`config.mk`:
```
export PLATFORM = sky130hd
export DESIGN_NAME = hbs_top
export DESIGN_NICKNAME = d
export VERILOG_FILES = /design/src/pkg/hbs_pkg.sv /design/src/pkg/hbs_phase_if.sv /design/src/rtl/hbs_sync.sv /design/src/rtl/hbs_clk_select.sv /design/src/rtl/hbs_top.sv
export SDC_FILE = /design/constraint.sdc
export NUM_CORES = 1
export LEC_CHECK = 0
export BUFFER_PORTS_ARGS = -buffer_cell sky130_fd_sc_hd__buf_2
export CAP_MARGIN = 15
export CORE_MARGIN = 5
export CORE_UTILIZATION = 60
export CTS_CLUSTER_SIZE = 12
export DETAILED_ROUTE_END_ITERATION = 8
export PLACE_DENSITY = 0.78
export SLEW_MARGIN = 30
export SYNTH_ARGS = -nofsm -noshare
export SYNTH_HDL_FRONTEND = slang
export SYNTH_SLANG_ARGS = --single-unit
```
`constraint.sdc`:
```
create_clock -name mclk -period 2.99 [get_ports mclk]
set_input_delay 0.598 -clock mclk [delete_from_list [all_inputs] [get_ports mclk]]
set_output_delay 0.598 -clock mclk [all_outputs]
set_load 0.01 [all_outputs]
```
`src/pkg/hbs_pkg.sv`:
```
package hbs_pkg;

  // ----------------------------------------------------------------
  // Clock
  // ----------------------------------------------------------------
  localparam int unsigned CLK_HZ = 25_000_000;
  localparam int unsigned CLK_PERIOD_NS = 40;

  // ----------------------------------------------------------------
  // Timing figures and derived cycle counts
  // ----------------------------------------------------------------
  localparam int unsigned INT_FREQ_HZ = 425_000;
  localparam int unsigned INT_HALF_CYC = CLK_HZ / (2 * INT_FREQ_HZ);

  localparam int unsigned WDOG_NS = 20_000;
  localparam int unsigned WDOG_CYC =
    (WDOG_NS + CLK_PERIOD_NS - 1) / CLK_PERIOD_NS;

  localparam int unsigned DEAD_NS = 30;
  localparam int unsigned DEAD_RAW =
    (DEAD_NS + CLK_PERIOD_NS - 1) / CLK_PERIOD_NS;
  localparam int unsigned DEAD_CYC = (DEAD_RAW < 1) ? 1 : DEAD_RAW;

  localparam int unsigned BLANK_US = 1200;
  localparam int unsigned BLANK_CYC_DEF = BLANK_US * 1000 / CLK_PERIOD_NS;

  localparam int unsigned RETRY_US = 38400;
  localparam int unsigned RETRY_CYC_DEF = RETRY_US * 1000 / CLK_PERIOD_NS;

  // ----------------------------------------------------------------
  // Counter widths
  // ----------------------------------------------------------------
  localparam int unsigned OSC_W = 5;
  localparam int unsigned WDOG_W = 9;
  localparam int unsigned GAP_W = 2;
  localparam int unsigned CNT_W = 20;

  localparam logic [OSC_W-1:0] OSC_LAST = OSC_W'(INT_HALF_CYC - 1);
  localparam logic [WDOG_W-1:0] WDOG_LAST = WDOG_W'(WDOG_CYC - 1);
  localparam logic [GAP_W-1:0] GAP_LOAD = GAP_W'(DEAD_CYC - 1);

  // ----------------------------------------------------------------
  // Synchronised input positions
  // ----------------------------------------------------------------
  localparam int unsigned SYN_W = 6;
  localparam int unsigned SYN_CLK = 0;
  localparam int unsigned SYN_EN_N = 1;
  localparam int unsigned SYN_UVLO = 2;
  localparam int unsigned SYN_ILIM = 3;
  localparam int unsigned SYN_HOT = 4;
  localparam int unsigned SYN_COOL = 5;

  // ----------------------------------------------------------------
  // Protection state machine
  // ----------------------------------------------------------------
  typedef enum logic [3:0] {
    ST_OFF = 4'b0001,
    ST_RUN = 4'b0010,
    ST_OC_RETRY = 4'b0100,
    ST_THERM = 4'b1000
  } hbs_state_e;

endpackage

```
`src/pkg/hbs_phase_if.sv`:
```
`timescale 1ns/1ps
interface hbs_phase_if;
  logic phase;
  logic ext_mode;

  modport src (
    output phase,
    output ext_mode
  );

  modport snk (
    input phase,
    input ext_mode
  );
endinterface

```
`src/rtl/hbs_sync.sv`:
```
`timescale 1ns/1ps
module hbs_sync #(
  parameter int unsigned W = 1
) (
  // Clock and reset
  input logic mclk,
  input logic resetn,
  // Asynchronous levels in, synchronised levels out
  input logic [W-1:0] async_i,
  output logic [W-1:0] sync_o
);

  typedef struct packed {
    logic [W-1:0] s1;
    logic [W-1:0] s2;
  } hbs_sync_s;

  hbs_sync_s r;
  hbs_sync_s n;

  always_comb begin
    n = r;
    n.s1 = async_i;
    n.s2 = r.s1;
  end

  always_ff @(posedge mclk or negedge resetn) begin
    if (!resetn) begin
      r <= '0;
    end else begin
      r <= n;
    end
  end

  assign sync_o = r.s2;

endmodule

```
`src/rtl/hbs_clk_select.sv`:
```
`timescale 1ns/1ps
module hbs_clk_select
  import hbs_pkg::*;
(
  // Clock and reset
  input logic mclk,
  input logic resetn,
  // Synchronised clock pin level
  input logic clk_in_s,
  // Phase towards the bridge logic
  hbs_phase_if.src ph
);

  typedef struct packed {
    logic prev;
    logic ext_mode;
    logic phase;
    logic [OSC_W-1:0] osc;
    logic [WDOG_W-1:0] wdog;
  } hbs_clksel_s;

  hbs_clksel_s r;
  hbs_clksel_s n;
  logic rise;
  logic any_edge;

  always_comb begin
    n = r;
    rise = clk_in_s & ~r.prev;
    any_edge = clk_in_s ^ r.prev;
    n.prev = clk_in_s;

    // --------------------------------------------------------------
    // Watchdog on the spacing of pin edges
    // --------------------------------------------------------------
    if (any_edge) begin
      n.wdog = '0;
      n.ext_mode = 1'b1;
    end else if (r.wdog == WDOG_LAST) begin
      n.ext_mode = 1'b0;
    end else begin
      n.wdog = r.wdog + 1'b1;
    end

    // --------------------------------------------------------------
    // Phase source
    // --------------------------------------------------------------
    if (r.ext_mode) begin
      n.osc = '0;
      if (rise) begin
        n.phase = ~r.phase;
      end
    end else if (r.osc == OSC_LAST) begin
      n.osc = '0;
      n.phase = ~r.phase;
    end else begin
      n.osc = r.osc + 1'b1;
    end
  end

  always_ff @(posedge mclk or negedge resetn) begin
    if (!resetn) begin
      r <= '0;
    end else begin
      r <= n;
    end
  end

  assign ph.phase = r.phase;
  assign ph.ext_mode = r.ext_mode;

endmodule

```
`src/rtl/hbs_top.sv`:
```
// Functional notes
// - Grounded clock pin: internal oscillator; applied clock: external mode.
// - Internal mode toggles outputs at about 425 kHz, 50% duty.
// - External mode divides the pin clock by two.
// - External mode changes phase only on rising pin edges.
// - Watchdog falls back to internal oscillator after 20 us without edges.
// - Both outputs float for a dead time at every transition.
// - Disable mode floats both outputs and stops switching.
// - Supply below lockout threshold forces disable mode.
// - Current at limit past 1.2 ms blanking disables drivers, asserts fault.
// - Drivers re-enable automatically after 38.4 ms autoretry.
// - Fault released on autoretry re-enable; toggles under overcurrent.
// - Fault driven low only while disabled by a fault.
// - Overtemperature above 160 C disables, fault low; resume below 150 C.
// - Enable input is active low; high means disable mode.
`timescale 1ns/1ps
module hbs_top
  import hbs_pkg::*;
#(
  parameter int unsigned BLANK_CYC = BLANK_CYC_DEF,
  parameter int unsigned RETRY_CYC = RETRY_CYC_DEF
) (
  // Clock and reset
  input logic mclk,
  input logic resetn,
  // Clock source pin
  input logic clk_in,
  // Control and analog comparator levels
  input logic enable_n,
  input logic supply_low,
  input logic current_at_limit,
  input logic temp_above_shdn,
  input logic temp_below_resume,
  // Bridge outputs
  output logic bridge_out_a,
  output logic bridge_out_a_oe,
  output logic bridge_out_b,
  output logic bridge_out_b_oe,
  // Open-drain fault output
  output logic fault_n,
  output logic fault_n_oe
);

  localparam logic [CNT_W-1:0] BLANK_LAST = CNT_W'(BLANK_CYC - 1);
  localparam logic [CNT_W-1:0] RETRY_LAST = CNT_W'(RETRY_CYC - 1);

  // ----------------------------------------------------------------
  // Input synchronisers
  // ----------------------------------------------------------------
  logic [SYN_W-1:0] pins;
  logic [SYN_W-1:0] pins_s;

  assign pins[SYN_CLK] = clk_in;
  // Both control levels enter the synchroniser inverted, so that its
  // cleared state just after reset reads as disabled, never as running.
  assign pins[SYN_EN_N] = ~enable_n;
  assign pins[SYN_UVLO] = ~supply_low;
  assign pins[SYN_ILIM] = current_at_limit;
  assign pins[SYN_HOT] = temp_above_shdn;
  assign pins[SYN_COOL] = temp_below_resume;

  hbs_sync #(
    .W(SYN_W)
  ) u_sync (
    .mclk(mclk),
    .resetn(resetn),
    .async_i(pins),
    .sync_o(pins_s)
  );

  // ----------------------------------------------------------------
  // Clock source selection and phase generation
  // ----------------------------------------------------------------
  hbs_phase_if ph ();

  hbs_clk_select u_clk_select (
    .mclk(mclk),
    .resetn(resetn),
    .clk_in_s(pins_s[SYN_CLK]),
    .ph(ph)
  );

  // ----------------------------------------------------------------
  // State
  // ----------------------------------------------------------------
  typedef struct packed {
    hbs_state_e state;
    logic therm;
    logic [CNT_W-1:0] blank;
    logic [CNT_W-1:0] retry;
    logic applied;
    logic [GAP_W-1:0] gap;
    logic out_a;
    logic out_a_oe;
    logic out_b;
    logic out_b_oe;
    logic fault;
    logic fault_oe;
  } hbs_top_s;

  localparam hbs_top_s RESET_VAL = '{
    state: ST_OFF,
    therm: 1'b0,
    blank: '0,
    retry: '0,
    applied: 1'b0,
    gap: GAP_LOAD,
    out_a: 1'b0,
    out_a_oe: 1'b0,
    out_b: 1'b1,
    out_b_oe: 1'b0,
    fault: 1'b0,
    fault_oe: 1'b0
  };

  hbs_top_s r;
  hbs_top_s n;
  logic off_cond;
  logic at_limit;
  logic run;
  logic drive;

  always_comb begin
    n = r;
    off_cond = ~pins_s[SYN_EN_N] | ~pins_s[SYN_UVLO];
    at_limit = pins_s[SYN_ILIM];
    run = (r.state == ST_RUN);
    drive = 1'b0;

    // --------------------------------------------------------------
    // Thermal hysteresis, setting wins over clearing
    // --------------------------------------------------------------
    if (pins_s[SYN_HOT]) begin
      n.therm = 1'b1;
    end else if (pins_s[SYN_COOL]) begin
      n.therm = 1'b0;
    end

    // --------------------------------------------------------------
    // Protection state machine
    // --------------------------------------------------------------
    if (off_cond) begin
      n.state = ST_OFF;
      n.blank = '0;
      n.retry = '0;
    end else if (n.therm) begin
      n.state = ST_THERM;
      n.blank = '0;
      n.retry = '0;
    end else begin
      unique case (r.state)
        ST_OFF, ST_THERM: begin
          n.state = ST_RUN;
          n.blank = '0;
        end
        ST_RUN: begin
          if (!at_limit) begin
            n.blank = '0;
          end else if (r.blank == BLANK_LAST) begin
            n.state = ST_OC_RETRY;
            n.blank = '0;
            n.retry = '0;
          end else begin
            n.blank = r.blank + 1'b1;
          end
        end
        ST_OC_RETRY: begin
          if (r.retry == RETRY_LAST) begin
            n.state = ST_RUN;
            n.retry = '0;
          end else begin
            n.retry = r.retry + 1'b1;
          end
        end
      endcase
    end

    // --------------------------------------------------------------
    // Dead-time gap and complementary drive
    // --------------------------------------------------------------
    if (!run) begin
      n.applied = ph.phase;
      n.gap = GAP_LOAD;
    end else if (ph.phase != r.applied) begin
      n.applied = ph.phase;
      n.gap = GAP_LOAD;
    end else if (r.gap != '0) begin
      n.gap = r.gap - 1'b1;
    end else begin
      drive = 1'b1;
    end
    n.out_a = n.applied;
    n.out_b = ~n.applied;
    n.out_a_oe = drive;
    n.out_b_oe = drive;

    // --------------------------------------------------------------
    // Fault pin pulls low only for fault-caused disable
    // --------------------------------------------------------------
    n.fault = 1'b0;
    n.fault_oe = n.therm | (n.state == ST_OC_RETRY);
  end

  always_ff @(posedge mclk or negedge resetn) begin
    if (!resetn) begin
      r <= RESET_VAL;
    end else begin
      r <= n;
    end
  end

  // ----------------------------------------------------------------
  // Outputs
  // ----------------------------------------------------------------
  assign bridge_out_a = r.out_a;
  assign bridge_out_a_oe = r.out_a_oe;
  assign bridge_out_b = r.out_b;
  assign bridge_out_b_oe = r.out_b_oe;
  assign fault_n = r.fault;
  assign fault_n_oe = r.fault_oe;

endmodule

```
==> impl_metrics.toml <==
[routing]
drc = 0
antenna_left = 0
drt-vias-per-instance = 6.123
wl_mm = 7.552
first_pass_iters = 4
first_iter_violations = 172
wl_per_cell_um = 15.51
vias = 2982

[timing]
clock.fmax_mhz = 390.8
relSlewSlack_pct = 52.78
fin_skew_ps = 11.61
tightest_slew_ps = 706.1
fin_tns_setup_ps = 0
setup_viol = 0
finalCriticalPeriod_ps = 2559
hold_violations = 0
timing.final.crit_share_pct = 85.57
report.final.slew_viol_count = 0
rsz0062_at_grt = "false"

[critical_path]
crit_fanout = 17
required_ps = 3280
reg2reg_slack_ps = 430
cp_slowest_stage_delay_ps = 620
critPathTopFamily = "simple AND/OR/NAND/NOR gates"
path_depth = 5
start_kind = "flip-flop"
critPathKind = "reg2reg"
crit_chain = "nor4b_1, or4b_1, a31oi_2, and3_1, a211o_1"
worst-path-buf-inv = 0
critPathCaptureType = "flip-flop"
critPathArrivalTime_ps = 2850
crit_slowest_cell = "a31oi_2"
reg2reg_depth = 5

[synthesis]
synth-edff-count = 0
yosys.cell_types.count = 57
synth_flop_cell = "dfrtp_1"
synth_cells = 396
synth_seq_area_share_pct = 50.76
yosys_warnings = 0
synth-async-reset-ratio_pct = 100.0
synth_fp_nets = 413
syn_avg_cell_area_um2 = 9.972
netlist_area_mm2 = 0.003949
synth_seq_cells = 80

[power_and_ir_drop]
irDropWorstVdd_mv = 0.3648
powerDensity_mw_per_mm2 = 526.1
power_leakage_uw = 0.001951

[clocking]
clk_pin_slew_ps = 80
cts.path.max_buffers = 2
numCtsBuffers = 9
cts_resized = 0
cts_htree_levels = 3
cts_root_buffer = "clkbuf_8"
clock-sinks = 80
post_cts_buffers = 0
clk_latency_ps = 360
cts_tree = "built"
ctsHoldBuffers = 0

[floorplanning]
placementRows = 29
ioPinCount = 14
die-area_mm2 = 0.008304
fp.dieW_um = 91.13
start_util_pct = 61.83
fp.coreArea_mm2 = 0.006386
die_h_um = 91.13

[grt]
grt_max_degree = 81
antenna_found_initial = 0
grt-ovfl-total = 0
grt_pass1_vias = 2830
track_usage_pct = 19.12
grt_pass1_wl_mm = 13.12

[placement]
io_buffers = 12
gp_congestion = 0.9095
place_area_mm2 = 0.004043
dpl.hpwl_mm = 5.010

[cells_and_area]
stdcell_area_mm2 = 0.004285
layout-drive-gt1-share_pct = 10.24
fillers = 488
final_net_count = 422
antenna_cells = 0
areaGrowthSynthToFinish_pct = 8.523

[run_status]
status = "finished, final reports clean"

[hold_path]
holdCritPathClass = "in2async"

[job]
maxCapViolCount = 0
metrics by stage:
stage | hold slack [ps] | std cells | power [uW] | setup WS, ps | util, %
finish | 267.7 | 487 | 2255 | 431.4 | 67.10
global route | 322.9 | 487 | 2343 | 310.5 | 67.10
global placement | 332.8 | 471 | 1308 | 591.4 | 63.24
detailed placement | 334.7 | 471 | 1318 | 508.0 | 63.30
floorplan | 302.4 | 396 | 1255 | 775.5 | -
CTS | 300.3 | 487 | 2277 | 474.5 | 67.10
kinds of logic after synthesis:
logic type,count (synthesis),share of synthesized area [%]
simple gates,174,24.40
compound gates,80,14.32
flops,80,50.76
buf+inv,37,4.214
xor+xnor,14,3.105
fa+ha+maj,9,2.852
other cells,1,0.09497
mux,1,0.2535
worst paths after layout:
check                                 from               end
max                                  r[51]             r[16]
min reg2reg                    u_sync.n[5]  u_sync.sync_o[5]
min                                 resetn              r[6]
max in group asynchronous           resetn             r[29]
min in group mclk          temp_above_shdn       u_sync.n[4]
max reg2reg                          r[51]             r[16]
flip-flops by register name, summed over array words and instances, names as in the netlist:
signal and flops:
u_clk_select.ph.phase 1, u_sync.sync_o 6, u_clk_select.r 15, bridge_out_b_oe 1, r 47, u_clk_select.ph.ext_mode 1, fault_n_oe 1, bridge_out_b 1
bridge_out_a 1, u_sync.n 6
placed cells by master (no fill, tap or decap), drive strengths merged, types with 3 or more instances in the layout:
| cell type | synthesis | routed |
|---|---|---|
| buf | 9 | 15 |
| a31oi | 9 | 9 |
| nand2b | 4 | 4 |
| nor2b | 6 | 6 |
| a21oi | 14 | 14 |
| xnor2 | 5 | 5 |
| nor2 | 27 | 27 |
| ha | 9 | 9 |
| o21ai | 14 | 14 |
| nor4 | 3 | 3 |
| inv | 20 | 21 |
| nor3 | 17 | 17 |
| a21boi | 3 | 3 |
| bufinv | 0 | 3 |
| clkbuf | 8 | 9 |
| a22o | 5 | 5 |
| nand4 | 12 | 12 |
| or3 | 7 | 7 |
| nand3b | 3 | 3 |
| dfrtp | 78 | 78 |
| a211o | 12 | 12 |
| nand3 | 31 | 31 |
| or2 | 3 | 3 |
| nand2 | 25 | 25 |
| xor2 | 9 | 9 |
| and3 | 18 | 18 |
| and2 | 6 | 6 |
| a21o | 5 | 5 |
where the power goes:
group	leakage (uW)	total [uW]	internal [uW]	switching [uW]
combinational	0.000774	136	53.6	82.5
clock	0.000116	963	556	407
sequential	0.00106	1160	1130	29.7
total	0.00195	2250	1740	519
routing by layer:
metal	share of wire, %	wire length (um)	global-route usage [%]	vias to the layer above
li1	-	-	-	1452
met1	46	3510	26.11	1462
met2	48	3628	29.45	53
met3	3.4	256	4.711	15
met4	2.1	156	7.579	0
met5	0	0	0	-
layout make-up:
class	instances	area, um2	share of cell area [%]
Clock buffer	9	123.9	2.891
Clock inverter	7	118.9	2.774
Inverter	20	75.07	1.752
Multi-Input combinational cell	279	1778	41.49
Sequential cell	80	2004	46.77
Tap cell	77	96.34	2.248
Timing Repair Buffer	15	88.84	2.073
Yosys cell counts, types with 2 or more instances:
| master | number | area (um2) |
|---|---|---|
| o21ai_0 | 14 | 70.07 |
| nand3b_1 | 3 | 22.52 |
| buf_6 | 2 | 22.52 |
| buf_2 | 4 | 20.02 |
| a21boi_0 | 3 | 22.52 |
| dfstp_2 | 2 | 52.55 |
| and4_1 | 2 | 17.52 |
| nor4_1 | 2 | 12.51 |
| or3_1 | 7 | 43.79 |
| nor2_1 | 27 | 101.4 |
| a211o_1 | 12 | 105.1 |
| nand4_1 | 12 | 75.07 |
| nor2b_1 | 6 | 37.54 |
| a41oi_1 | 2 | 17.52 |
| dfrtp_1 | 78 | 1952 |
| xnor2_1 | 5 | 43.79 |
| clkbuf_1 | 8 | 30.03 |
| a21o_1 | 5 | 37.54 |
| o2bb2ai_1 | 2 | 17.52 |
| and2_1 | 6 | 37.54 |
| nor3b_1 | 2 | 15.01 |
| buf_4 | 2 | 15.01 |
| or2_2 | 3 | 18.77 |
| nand2b_1 | 4 | 25.02 |
| o41ai_1 | 2 | 17.52 |
| o22ai_1 | 2 | 12.51 |
| a22oi_1 | 2 | 15.01 |
| a21oi_1 | 14 | 70.07 |
| a31oi_1 | 8 | 50.05 |
| and3_1 | 18 | 112.6 |
| nor3_1 | 17 | 85.08 |
| nand4bb_1 | 2 | 22.52 |
| ha_1 | 9 | 112.6 |
| nand2_1 | 25 | 93.84 |
| inv_1 | 20 | 75.07 |
| a22o_1 | 5 | 43.79 |
| nand3_1 | 31 | 155.2 |
| xor2_1 | 9 | 78.83 |
(Power assumes the default switching activity.)
